[src/logic/rmc_pkg.sv]
// Constants and carriers for the main configuration register pair.
// Assumes a byte-wide host register port decoded outside this block.
package rmc_pkg;
    localparam logic [4:0] RMC_ADDR_POWER_RF  = 5'h00;
    localparam logic [4:0] RMC_ADDR_PROTOCOL  = 5'h01;
    localparam logic [4:0] RMC_ADDR_FIFO      = 5'h1f;
    localparam logic [7:0] RMC_POWER_RF_RST   = 8'h01;
    localparam logic [7:0] RMC_PROTOCOL_RST   = 8'h02;
    localparam int         RMC_STANDBY_BIT    = 7;
    localparam int         RMC_RAW_BIT        = 6;
    localparam int         RMC_CARRIER_BIT    = 5;
    localparam int         RMC_HALF_PWR_BIT   = 4;
    localparam int         RMC_PRIMARY_BIT    = 3;
    localparam int         RMC_AGC_BIT        = 2;
    localparam int         RMC_RX_FORCE_BIT   = 1;
    localparam int         RMC_SUPPLY_BIT     = 0;
    localparam int         RMC_NO_CRC_BIT     = 7;
    localparam int         RMC_VARIANT_BIT    = 6;
    localparam int         RMC_TAG_MODE_BIT   = 5;
    localparam int         RMC_CODE_MSB       = 4;
    localparam logic [4:0] RMC_CODE_DEFAULT   = 5'h02;
    localparam int         RMC_WAKE_TIME_US   = 100;
    localparam int         RMC_CLK_MHZ        = 100;
    localparam int         RMC_WAKE_CYCLES    = RMC_WAKE_TIME_US * RMC_CLK_MHZ;
    localparam int         RMC_WAKE_W         = 14;

    typedef enum logic [1:0] {
        RMC_FAM_VICINITY = 2'b00,
        RMC_FAM_PROX_A   = 2'b01,
        RMC_FAM_PROX_B   = 2'b10,
        RMC_FAM_OTHER    = 2'b11
    } rmc_family_t;

    typedef enum logic [1:0] {
        RMC_PW_ACTIVE  = 2'b00,
        RMC_PW_STANDBY = 2'b01,
        RMC_PW_WAKING  = 2'b10
    } rmc_pstate_t;

    typedef struct packed {
        logic        standby;
        logic        ready;
        logic        raw_mode;
        logic        raw_variant;
        logic        tx_on;
        logic        rx_on;
        logic        half_power;
        logic        main_input;
        logic        agc_on;
        logic        supply_5v;
        logic        no_rx_crc;
        logic [4:0]  protocol_code;
        rmc_family_t family;
    } rmc_ctrl_t;
endpackage

[src/logic/rmc_reg_store.sv]
// Two-entry configuration store with registered read data.
// Assumes the caller gives one write strobe per byte write.
`timescale 1ns/1ns
module rmc_reg_store
    import rmc_pkg::*;
(
    input  wire logic       i_clk,     // System clock
    input  wire logic       i_reset,   // Async reset, active high
    input  wire logic       i_ce,      // Clock enable
    input  wire logic       i_clr,     // Sync preset
    input  wire logic       i_wr,      // Write strobe
    input  wire logic       i_sel,     // Entry select
    input  wire logic [7:0] i_wdata,   // Write data
    output logic      [7:0] o_rdata,   // Registered read data
    output logic      [7:0] o_pwr,     // Entry 0 value
    output logic      [7:0] o_proto    // Entry 1 value
);
    logic [7:0] mem_r [2];
    logic [7:0] mem_nxt [2];
    logic [7:0] rdata_r;
    logic [7:0] rdata_nxt;
    localparam logic [7:0] RST_VAL [2] = '{RMC_POWER_RF_RST,
                                          RMC_PROTOCOL_RST};

    for (genvar g = 0; g < 2; g++) begin : g_ent
        always_comb begin
            mem_nxt[g] = mem_r[g];
            if (i_clr) begin
                mem_nxt[g] = RST_VAL[g];
            end else if (i_wr && (i_sel == 1'(g))) begin
                mem_nxt[g] = i_wdata;
            end
        end
        always_ff @(posedge i_clk or posedge i_reset) begin
            if (i_reset) begin
                mem_r[g] <= RST_VAL[g];
            end else if (i_ce) begin
                mem_r[g] <= mem_nxt[g];
            end
        end
    end

    always_comb begin
        rdata_nxt = mem_r[i_sel];
    end

    always_ff @(posedge i_clk or posedge i_reset) begin
        if (i_reset) begin
            rdata_r <= 8'h00;
        end else if (i_ce) begin
            rdata_r <= rdata_nxt;
        end
    end

    assign o_rdata = rdata_r;
    assign o_pwr   = mem_r[0];
    assign o_proto = mem_r[1];
endmodule

[src/logic/rmc_main_config.sv]
// Main configuration register pair and decoded front-end controls.
// Assumes a synchronous byte port from the host interface logic.
`timescale 1ns/1ns
module rmc_main_config
    import rmc_pkg::*;
(
    input  wire logic       i_clk,        // 100 MHz system clock
    input  wire logic       i_reset,      // Power-on reset, async high
    input  wire logic       i_ce,         // Clock enable
    input  wire logic       i_chip_en,    // Chip enable, low presets
    input  wire logic       i_wr,         // Register write strobe
    input  wire logic       i_rd,         // Register read strobe
    input  wire logic [4:0] i_addr,       // Register address
    input  wire logic [7:0] i_wdata,      // Write data
    output logic      [7:0] o_rdata,      // Read data
    output logic            o_rd_valid,   // Read data valid pulse
    output logic            o_fifo_wr,    // FIFO port write pulse
    output logic            o_fifo_rd,    // FIFO port read pulse
    output logic            o_opt_reload, // Option default reload pulse
    output rmc_ctrl_t       o_ctrl        // Decoded controls
);
    logic       clr;
    logic       hit_pwr;
    logic       hit_proto;
    logic       hit;
    logic [7:0] pwr;
    logic [7:0] proto;

    assign clr       = !i_chip_en;
    assign hit_pwr   = (i_addr == RMC_ADDR_POWER_RF);
    assign hit_proto = (i_addr == RMC_ADDR_PROTOCOL);
    assign hit       = hit_pwr || hit_proto;

    rmc_reg_store u_store (
        .i_clk   (i_clk),
        .i_reset (i_reset),
        .i_ce    (i_ce),
        .i_clr   (clr),
        .i_wr    (i_wr && hit),
        .i_sel   (hit_proto),
        .i_wdata (i_wdata),
        .o_rdata (),
        .o_pwr   (pwr),
        .o_proto (proto)
    );

    // Strobe stage
    logic rd_valid_r, rd_valid_nxt;
    logic rd_hit_r, rd_hit_nxt;
    logic fifo_wr_r, fifo_wr_nxt;
    logic fifo_rd_r, fifo_rd_nxt;
    logic reload_r, reload_nxt;
    logic [7:0] rdata_r, rdata_nxt;

    always_comb begin
        rd_valid_nxt = i_rd && !clr;
        rd_hit_nxt   = i_rd && hit;
        // Mux ahead of the flop so the port comes straight from a register
        rdata_nxt    = 8'h00;
        if (rd_hit_nxt) begin
            rdata_nxt = hit_proto ? proto : pwr;
        end
        fifo_wr_nxt  = i_wr && !clr && (i_addr == RMC_ADDR_FIFO);
        fifo_rd_nxt  = i_rd && !clr && (i_addr == RMC_ADDR_FIFO);
        // Reload on every protocol register write, even of the same code
        reload_nxt   = clr || (i_wr && hit_proto);
    end

    always_ff @(posedge i_clk or posedge i_reset) begin
        if (i_reset) begin
            rd_valid_r <= 1'b0;
            rd_hit_r   <= 1'b0;
            fifo_wr_r  <= 1'b0;
            fifo_rd_r  <= 1'b0;
            reload_r   <= 1'b1;
            rdata_r    <= 8'h00;
        end else if (i_ce) begin
            rdata_r    <= rdata_nxt;
            rd_valid_r <= rd_valid_nxt;
            rd_hit_r   <= rd_hit_nxt;
            fifo_wr_r  <= fifo_wr_nxt;
            fifo_rd_r  <= fifo_rd_nxt;
            reload_r   <= reload_nxt;
        end
    end

    // Unmapped reads return zero; only a FIFO-address read has a side effect, the o_fifo_rd pulse
    assign o_rdata      = rdata_r;
    assign o_rd_valid   = rd_valid_r;
    assign o_fifo_wr    = fifo_wr_r;
    assign o_fifo_rd    = fifo_rd_r;
    assign o_opt_reload = reload_r;

    // Standby and wake-up timing
    rmc_pstate_t           pst_r, pst_nxt;
    logic [RMC_WAKE_W-1:0] wake_cnt_r, wake_cnt_nxt;

    always_comb begin
        pst_nxt      = pst_r;
        wake_cnt_nxt = wake_cnt_r;
        unique case (pst_r)
            RMC_PW_ACTIVE: begin
                if (pwr[RMC_STANDBY_BIT]) begin
                    pst_nxt = RMC_PW_STANDBY;
                end
            end
            RMC_PW_STANDBY: begin
                if (!pwr[RMC_STANDBY_BIT]) begin
                    pst_nxt      = RMC_PW_WAKING;
                    wake_cnt_nxt = RMC_WAKE_W'(RMC_WAKE_CYCLES - 1);
                end
            end
            RMC_PW_WAKING: begin
                if (pwr[RMC_STANDBY_BIT]) begin
                    pst_nxt = RMC_PW_STANDBY;
                end else if (wake_cnt_r == '0) begin
                    pst_nxt = RMC_PW_ACTIVE;
                end else begin
                    wake_cnt_nxt = wake_cnt_r - 1'b1;
                end
            end
            default: pst_nxt = RMC_PW_ACTIVE;
        endcase
        if (clr) begin
            pst_nxt      = RMC_PW_ACTIVE;
            wake_cnt_nxt = '0;
        end
    end

    always_ff @(posedge i_clk or posedge i_reset) begin
        if (i_reset) begin
            pst_r      <= RMC_PW_ACTIVE;
            wake_cnt_r <= '0;
        end else if (i_ce) begin
            pst_r      <= pst_nxt;
            wake_cnt_r <= wake_cnt_nxt;
        end
    end

    // Decoded control outputs
    rmc_ctrl_t ctrl_r, ctrl_nxt;

    function automatic rmc_family_t fam_of(input logic [4:0] code);
        rmc_family_t f;
        f = RMC_FAM_OTHER;
        if (code[4:3] == 2'b00) begin
            f = RMC_FAM_VICINITY;
        end else if (code[4:2] == 3'b010) begin
            f = RMC_FAM_PROX_A;
        end else if (code[4:2] == 3'b011) begin
            f = RMC_FAM_PROX_B;
        end
        return f;
    endfunction

    always_comb begin
        ctrl_nxt               = ctrl_r;
        ctrl_nxt.standby       = pwr[RMC_STANDBY_BIT];
        ctrl_nxt.ready         = (pst_nxt == RMC_PW_ACTIVE);
        ctrl_nxt.raw_mode      = pwr[RMC_RAW_BIT];
        // Variant latched only on raw entry; host sets it first
        if (pwr[RMC_RAW_BIT] && !ctrl_r.raw_mode) begin
            ctrl_nxt.raw_variant = proto[RMC_VARIANT_BIT];
        end
        ctrl_nxt.tx_on         = pwr[RMC_CARRIER_BIT];
        ctrl_nxt.rx_on         = pwr[RMC_CARRIER_BIT]
                               || pwr[RMC_RX_FORCE_BIT];
        ctrl_nxt.half_power    = pwr[RMC_HALF_PWR_BIT];
        ctrl_nxt.main_input    = pwr[RMC_PRIMARY_BIT];
        ctrl_nxt.agc_on        = pwr[RMC_AGC_BIT];
        ctrl_nxt.supply_5v     = pwr[RMC_SUPPLY_BIT];
        ctrl_nxt.no_rx_crc     = proto[RMC_NO_CRC_BIT];
        ctrl_nxt.protocol_code = proto[RMC_CODE_MSB:0];
        ctrl_nxt.family        = fam_of(proto[RMC_CODE_MSB:0]);
        if (clr) begin
            ctrl_nxt.raw_variant = 1'b0;
        end
    end

    always_ff @(posedge i_clk or posedge i_reset) begin
        if (i_reset) begin
            ctrl_r               <= '0;
            ctrl_r.ready         <= 1'b1;
            ctrl_r.supply_5v     <= RMC_POWER_RF_RST[RMC_SUPPLY_BIT];
            ctrl_r.protocol_code <= RMC_CODE_DEFAULT;
            ctrl_r.family        <= RMC_FAM_VICINITY;
        end else if (i_ce) begin
            ctrl_r <= ctrl_nxt;
        end
    end

    assign o_ctrl = ctrl_r;
endmodule

[config.mk]
export PLATFORM = sky130hd
export DESIGN_NAME = rmc_main_config
export DESIGN_NICKNAME = d
export VERILOG_FILES = /design/src/logic/rmc_pkg.sv /design/src/logic/rmc_reg_store.sv /design/src/logic/rmc_main_config.sv
export SDC_FILE = /design/constraint.sdc
export NUM_CORES = 1
export LEC_CHECK = 0
export ABC_AREA = 1
export BUFFER_PORTS_ARGS = -buffer_cell sky130_fd_sc_hd__buf_4
export CAP_MARGIN = 40
export CORE_ASPECT_RATIO = 1.75
export CORE_MARGIN = 2
export CORE_UTILIZATION = 25
export DETAILED_ROUTE_END_ITERATION = 10
export PLACE_DENSITY = 0.44
export SYNTH_ARGS = -nofsm -noshare
export SYNTH_HDL_FRONTEND = slang
export SYNTH_HIERARCHICAL = 1
export SYNTH_SLANG_ARGS = --single-unit
[constraint.sdc]
create_clock -name i_clk -period 1.83 [get_ports i_clk]
set_clock_uncertainty 0.1 [all_clocks]
set_input_delay 0.2745 -clock i_clk [delete_from_list [all_inputs] [get_ports i_clk]]
set_output_delay 0.2745 -clock i_clk [all_outputs]
set_load 0.05 [all_outputs]
Word-level counts from Yosys, hierarchy flattened
Index checks and enable logic that the tools add are counted.

Bits in registers: 62. Word-level logic and storage cells: 83. Input port bits: 19.

Equal/unequal tests: 13. Muxes and demuxes: 22. Reduce and logical (&&, ||, !) cells: 24. Bitwise gates (word level): 1. $add $sub $neg: 1.

Operator list (number): 14-bit two-way mux (4); 8-bit two-way mux (6); 14-bit case mux with 2 select lines (1); 14-bit zero test (1); 2-bit two-way mux (7); 14-bit by 1-bit subtractor with 14-bit output (second input constant) (1); 1-bit logical AND (10); 3-bit != test (second input constant) (3); 3-bit by 2-bit == test with 1-bit output (second input constant) (2); 2-bit zero test (3); 2-bit by 1-bit != test with 1-bit output (second input constant) (3); 2-bit case mux with 3 select lines (1); 2-bit AND reduction (3); 5-bit by 1-bit == test with 1-bit output (second input constant) (1); 5-bit == test (second input constant) (1); 5-bit zero test (1); 5-bit AND reduction (1); 1-bit logical OR (3); 1-bit two-way mux (3); 3-bit by 1-bit != test with 1-bit output (second input constant) (1); 2-bit by 1-bit == test with 1-bit output (second input constant) (1); 2-bit == test (second input constant) (1); 1-bit zero test (2); 1-bit inverter (1).

Logic depth before layout (Yosys ltp)
Gate-level depths: netlist of the first run.

Depth in word-level cells: 6. Mapped depth: 11. Gate-level depth less buffers: 9.

By module
Netlist of the first run, hierarchy kept.

By module, submodules not included: rmc_main_config (cells an instance 303, times used 1, seq. area each 1156.1 sq um, area each 2362.3 sq um); rmc_reg_store (cells an instance 137, times used 1, seq. area each 603.1 sq um, area each 1166.1 sq um).

Worst setup path before layout of the first run
OpenSTA, ideal clock, no wires.

Path kind: input -> register. Start point: input port i_addr[0]. End point: register u_store.mem_r, in the netlist u_store/o_proto[2]. Stages: 10. Data arrival time: 1314 ps. Required time: 1613 ps. Slack: 300 ps. Setup time: 117 ps. Cells stage by stage: clkbuf_1 -> buf_2 -> nand2_1 -> inv_1 -> buf_6 -> nand2_2 -> nand2_4 -> nand2_4 -> nand2_1 -> nand2_1.

Word-level cells in the longest chain between the ends: 6. Elaborated cells between the ends (all ways): 7. Classes of those cells: eq/ne: 2; reduce/logical: 5.

Ends and longest elaborated chain: from (decl) (line rmc_main_config.sv:13) `input wire logic [4:0] i_addr,`; 5-bit by 1-bit == test with 1-bit output * (line rmc_main_config.sv:31) `assign hit_proto = (i_addr == RMC_ADDR_PROTOCOL);`; named net hit_proto (line rmc_main_config.sv:24) `logic hit_proto;`; 1-bit logical OR (line rmc_main_config.sv:32) `assign hit = hit_pwr || hit_proto;`; 1-bit logical AND (line rmc_main_config.sv:39) `.i_wr (i_wr && hit),`; 1-bit logical AND * (line rmc_reg_store.sv:30) `end else if (i_wr && (i_sel == 1'(g))) begin`; 2-bit by 1-bit != test with 1-bit output (no source line) *; 2-bit AND reduction (no source line) *; to (signal, indexed assignment) (line rmc_reg_store.sv:36) `mem_r[g] <= RST_VAL[g];`; to (signal, indexed assignment) (line rmc_reg_store.sv:38) `mem_r[g] <= mem_nxt[g];`; to (decl) (line rmc_reg_store.sv:18) `logic [7:0] mem_r [2];`.

The timed path passes the listed nets; every way through them passes the cells marked *. A chain may end at the register's enable or synchronous reset.

Final worst setup path of the first run
Start point: register wake_cnt_r[0]. End point: register wake_cnt_r[4].

Word-level cells in the longest chain between the ends: 5. Elaborated cells between the ends (all ways): 8. Classes of those cells: add/sub: 1; eq/ne: 1; mux: 4; reduce/logical: 2.

Ends and longest elaborated chain: from (decl) (line rmc_main_config.sv:96) `logic [RMC_WAKE_W-1:0] wake_cnt_r, wake_cnt_nxt;`; from (signal assigned) (line rmc_main_config.sv:136) `wake_cnt_r <= wake_cnt_nxt;`; 14-bit by 1-bit subtractor with 14-bit output (line rmc_main_config.sv:119) `wake_cnt_nxt = wake_cnt_r - 1'b1;`; 14-bit two-way mux (line rmc_main_config.sv:116) `end else if (wake_cnt_r == '0) begin`; 14-bit two-way mux (line rmc_main_config.sv:114) `if (pwr[RMC_STANDBY_BIT]) begin`; 14-bit case mux with 2 select lines (line rmc_main_config.sv:101) `unique case (pst_r)`; 14-bit two-way mux (line rmc_main_config.sv:124) `if (clr) begin`.

Several ways; a longest one is shown, not always the timed one. The select of a mux whose other input is x is not followed.

==> results_dict.tcl, run 1 <==
set metrics [dict create \
    layoutNonFillerInstCount 632 \
    wirelength_um 8610 \
    setup_slack_ns 0.152 \
    drive_gt1_share_pct 23.5 \
    fp.dieH_um 153 \
    slew_violations 0 \
    setup-violations-final 0 \
    multi_input_comb_area_um2 1370 \
    critPathMaxFanout 17 \
    drc 0 \
    clk-insertion-delay-late_ns 0.33 \
    required_ns 1.95 \
    first_global_vias 2793 \
    worstSetupPathType "register to register" \
    initial_core_util_pct 25.6 \
    max_stage_delay_ns 0.36 \
    peakVddDrop_mv 0.469 \
    tns_ns 0 \
    dieArea_um2 13700 \
    io_pins 49 \
    port_buffers 48 \
    area_growth_pct 30.0 \
    cts_buffer_depth 2 \
    power.density_nw_per_um2 1200 \
    via_per_inst 4.30 \
    postLayoutCoreUtil_pct 33.3 \
    grt_first_pass_wirelength_um 14300 \
    vias 2720 \
    routabilityCongestion 0.775 \
    numCtsBuffers 9 \
    relSlewSlack_pct 56.5 \
    worst_setup_path_end_kind "register" \
    rrSetupSlack_ns 0.15 \
    cp_top_family "simple AND/OR/NAND/NOR gates" \
    seq_area_um2 1560 \
    yosysWarnings 6 \
    syn_inst 400 \
    root_buffer "clkbuf_16" \
    slowest_stage "dfrtp_1" \
    clkTransAtPathRegs_ns 0.06 \
    hold_class "primary input to register" \
    drv_cap 0 \
    cp.arrival_ns 1.79 \
    p_leak_nw 2.14 \
    track_usage_pct 13.7 \
    overflow 0 \
    nNetsFinal 479 \
    drt_iter0_markers 114 \
    fmax_mhz 596 \
    worstPathCellList "inv_1 > ha_1 > nand2_2 > nor2_8 > nand3_2 > nand3_4 > buf_4 > nand2_1 > o21ai_0" \
    cts_htree_levels 3 \
    fin_crit_sh_pct 91.7 \
    placed_cells 613 \
    syn_area_um2 3190 \
    num_antenna_cells 0 \
    fillCellCount 1361 \
    hold_viol 0 \
    grt_max_degree 36 \
    dp_slack_ns 0.0658 \
    rows 54 \
    crit_buf_inv 2 \
    wl_per_cell_um 13.6 \
    tightest_slew_ns 0.652 \
    postRouteAntennaNets 0 \
    status "complete, no violations" \
    avgSynthCellArea_um2 7.97 \
    critPathLaunchType "register" \
    synth_nets 420 \
    rsz0062_at_grt "false" \
    dr.pass1.iters 4 \
    cts.sinks 62 \
    period_minus_slack_ns 1.68 \
    die_w_um 89.4 \
    post-dp-hpwl_um 6490 \
    coreArea_um2 12400 \
    antenna_found_initial 0 \
    cts_tree "done" \
]
==> final timing paths <==
check	startpoint	end	cells past startpoint
hold / removal	i_rd	o_rd_valid	3
min in group asynchronous	i_reset	o_ctrl[13]	3
setup / recovery	wake_cnt_r[0]	wake_cnt_r[4]	9
hold reg to reg	o_ctrl[8]	o_ctrl[8]	2
max in group asynchronous	i_reset	o_rdata[7]	4
setup reg to reg	wake_cnt_r[0]	wake_cnt_r[4]	9
==> layout make-up <==
class	count	share of cell area (%)
sequential	62	37.6
tap	168	5.07
inverter	40	3.80
timing repair buffer	63	11.5
multi-input combinational	283	33.1
clock buffer	10	5.77
clock inverter	6	3.20
==> layout by cell type, fill, tap and decap left out <==
master / n
dfstp_2: 6
a21oi_4: 1
inv_1: 33
nand3_4: 1
o21ai_0: 30
nor2_1: 29
a21oi_1: 6
and2_1: 1
nor2_4: 2
nand2_1: 148
nor4_1: 1
dlygate4sd3_1: 1
clkbuf_16: 9
nand2_4: 4
o22ai_1: 1
nand3_2: 1
o211ai_1: 2
clkinvlp_4: 1
o21bai_1: 2
inv_6: 1
inv_4: 1
dfrtp_1: 56
o21a_1: 1
nand3b_1: 2
clkinv_2: 1
buf_4: 62
mux2i_1: 4
inv_2: 5
nand2_8: 2
o31ai_1: 1
clkbuf_8: 1
ha_1: 1
nand4_1: 2
nor2_8: 1
bufinv_16: 4
nand2_2: 6
nand3_1: 33
xor2_1: 1
==> timing repair <==
action	4_1_cts	5_1_grt
endpoints found under the setup margin	0	6
hold buffers	1	0
gates resized for setup	0	1
buffers inserted	0	2
endpoints found under the hold margin	31	0
==> routing by layer <==
metal | GRT usage [%] | part of all wire [%] | vias up
met5 | 0 | 0 | -
met4 | 4.83 | 1.9 | 0
met3 | 3.29 | 2.8 | 12
met2 | 24.6 | 56 | 32
met1 | 15.3 | 39 | 1301
li1 | - | - | 1375
==> flip-flops by register name, summed over array words and instances (netlist names) <==
| signal | count |
|---|---|
| wake_cnt_r | 14 |
| o_fifo_rd | 1 |
| pst_r | 2 |
| o_rdata | 8 |
| o_rd_valid | 1 |
| u_store/o_pwr | 8 |
| o_fifo_wr | 1 |
| o_ctrl | 18 |
| o_opt_reload | 1 |
| u_store/o_proto | 8 |
==> worst register-to-register path, cell delays in order, from the launching register on <==
cell and delay, ns:
dfrtp_1 0.36, inv_1 0.08, ha_1 0.22, nand2_2 0.16, nor2_8 0.07, nand3_2 0.08
nand3_4 0.19, buf_4 0.20, nand2_1 0.04, o21ai_0 0.07
==> through the flow <==
stage | hold slack, ns | total power [mW] | area, µm²
2_1_floorplan | 0.0868 | 2.52 | 3190
3_3_place_gp | 0.237 | 2.88 | 3740
3_5_place_dp | 0.243 | 2.89 | 3740
4_1_cts | 0.107 | 5.05 | 4130
5_1_grt | 0.135 | 5.27 | 4150
6_report | 0.114 | 4.99 | 4150
==> power breakdown <==
part           internal, mW  total, mW  switching [mW]  leakage, nW
logic                 0.391       1.18           0.785         1.16
clock network          1.50       2.13           0.627        0.179
registers              1.54       1.69           0.143        0.808
(Power assumes the default switching activity.)
==> run 2, diff against run 1 <==
==> constraint.sdc (replaced) <==
create_clock -name i_clk -period 1.83 [get_ports i_clk]
set_clock_uncertainty 0.1 [all_clocks]
set_input_delay 0.0915 -clock i_clk [delete_from_list [all_inputs] [get_ports i_clk]]
set_output_delay 0.0915 -clock i_clk [all_outputs]
set_load 0.05 [all_outputs]
==> run 2 against run 1 <==
Against the previous run:
- register-to-register slack about the same
- combinational power about the same
- worst hold slack got worse by 0.11 ns
- die area unchanged
- wire length increased by 1.5%
- first-iteration DRC count decreased by 24%
==> results_dict.tcl, run 2 (same netlist as run 1, synthesis figures left out) <==
set metrics [dict create \
    root_buffer "clkbuf_16" \
    use_met1_pct 14.0 \
    max_stage_delay_ns 0.39 \
    grt_use_met3_pct 3.02 \
    seqPwrFrac_pct 35.7 \
    via_per_inst 4.28 \
    fin_crit_sh_pct 91.9 \
    cp.arrival_ns 1.82 \
    num_antenna_cells 0 \
    crit_buf_inv 2 \
    status "complete, no violations" \
    grt_max_degree 31 \
    vias 2738 \
    worstHoldPathCells 3 \
    mostFrequentLayoutCells "nand2_1, buf_4, dfrtp_1, nand3_1, inv_1" \
    area_growth_pct 31.8 \
    drt_iter0_markers 87 \
    worstPathCellList "inv_1 > ha_1 > nand2_2 > nor2_8 > nand3_2 > nand3_4 > buf_12 > nand2_1 > o21ai_0" \
    setup-violations-final 0 \
    power.density_nw_per_um2 1120 \
    cts_tree "done" \
    tns_ns 0 \
    peakVddDrop_mv 0.441 \
    finalPower_mw 4.71 \
    power_frac_clock_pct 39.1 \
    p_leak_nw 2.15 \
    drive_gt1_share_pct 22.3 \
    p_int_mw 3.14 \
    dr.pass1.iters 6 \
    grt_first_pass_wirelength_um 14200 \
    drv_cap 0 \
    hold_class "primary input to register" \
    port_buffers 48 \
    antenna_found_initial 0 \
    largest_register_ffs 18 \
    die_w_um 89.4 \
    required_ns 1.97 \
    postLayoutCoreUtil_pct 33.8 \
    fmax_mhz 595 \
    period_minus_slack_ns 1.68 \
    coreArea_um2 12400 \
    reg2reg_from "wake_cnt_r[0]" \
    rows 54 \
    clk-insertion-delay-late_ns 0.33 \
    critPathLaunchType "register" \
    tightest_slew_ns 0.657 \
    routabilityCongestion 0.818 \
    clkTransAtPathRegs_ns 0.06 \
    initial_core_util_pct 25.6 \
    wirelength_um 8730 \
    rsz0062_at_grt "false" \
    worstSetupPathType "register to register" \
    slew_violations 0 \
    nNetsFinal 486 \
    critPathMaxFanout 10 \
    fp.dieH_um 153 \
    pwr-share-comb_pct 25.2 \
    cts_htree_levels 3 \
    overflow 0 \
    postRouteAntennaNets 0 \
    switchingPower_mw 1.57 \
    rrSetupSlack_ns 0.15 \
    track_usage_pct 13.6 \
    r2r-end "wake_cnt_r[7]" \
    min_from "i_ce" \
    grt.busiest_layer "met2" \
    hold_viol 0 \
    first_global_vias 2832 \
    cts.sinks 62 \
    min_to "o_ctrl[13]" \
    worstRegToRegCells 9 \
    io_pins 49 \
    worst_setup_path_end_kind "register" \
    cts_buffer_depth 2 \
    drc 0 \
    numCtsBuffers 9 \
    wl_per_cell_um 13.7 \
    use_met2_pct 25.3 \
    final_common_cell "nand2_1" \
    netSwitchingFraction_pct 33.3 \
    relSlewSlack_pct 56.2 \
    slowest_stage "dfrtp_1" \
    post-dp-hpwl_um 6480 \
    dieArea_um2 13700 \
    cp_top_family "simple AND/OR/NAND/NOR gates" \
]
==> run 2: cell count changes in the layout (fill, tap and decap cells not counted) <==
cell / previous run / this run
bufinv_16: 4 / 2
inv_6: 1 / 2
clkinvlp_4: 1 / 2
clkbuf_8: 1 / 0
dlygate4sd3_1: 1 / 12
clkinv_4: 0 / 1
buf_12: 0 / 2
buf_4: 62 / 56
==> run 2: metrics by stage <==
step | hold WS [ns] | cell area, µm² | std cells | setup slack (ns)
after floorplan | -0.0962 | 3190 | 400 | 0.319
after global placement | 0.0390 | 3710 | 607 | 0.143
after detailed placement | 0.0450 | 3710 | 607 | 0.0859
after CTS | 0.00111 | 4150 | 635 | 0.0848
after global routing | 0.0119 | 4200 | 639 | 0.0106
final | 0.00828 | 4200 | 639 | 0.149
==> run 2: power groups by stage <==
| stage | Combinational, mW | Clock, mW | Sequential [mW] |
|---|---|---|---|
| after floorplan | 0.642 | 0 | 1.88 |
| after global placement | 1.15 | 0 | 1.70 |
| after detailed placement | 1.15 | 0 | 1.71 |
| after CTS | 1.18 | 1.89 | 1.68 |
| after global routing | 1.32 | 1.96 | 1.70 |
| final | 1.19 | 1.84 | 1.68 |
==> run 2: worst max-delay path by stage <==
| stage | startpoint | cells past startpoint | to |
|---|---|---|---|
| floorplan | wake_cnt_r[0] | 9 | wake_cnt_r[5] |
| global placement | wake_cnt_r[0] | 9 | wake_cnt_r[8] |
| detailed placement | wake_cnt_r[0] | 9 | wake_cnt_r[12] |
| CTS | wake_cnt_r[0] | 9 | wake_cnt_r[12] |
| global route | wake_cnt_r[0] | 9 | wake_cnt_r[4] |
| finish | wake_cnt_r[0] | 9 | wake_cnt_r[7] |
==> run 2: worst min-delay path: stages <==
cell and delay, ns:
buf_4 0.18, nand2_1 0.08, nand2_1 0.05
==> run 2: layout make-up <==
cell class	instances	area, µm²
Clock inverter	7	97.6
Clock buffer	9	225
Multi-Input combinational cell	283	1370
Tap cell	168	210
Inverter	40	158
Timing Repair Buffer	70	581
Sequential cell	62	1560
Fill cell	1372	8230
==> run 2: metal layers <==
metal / vias up / wire length [µm]
met4: 0 / 235
met1: 1280 / 3230
li1: 1400 / -
met5: - / 0
met3: 18 / 258
met2: 40 / 5010
==> run 2: repair_timing <==
| action | 4_1_cts | 5_1_grt |
|---|---|---|
| setup endpoints to repair | 0 | 10 |
| setup buffers | 0 | 4 |
| hold buffers | 12 | 0 |
| resized for setup | 0 | 1 |
| endpoints found under the hold margin | 38 | 0 |
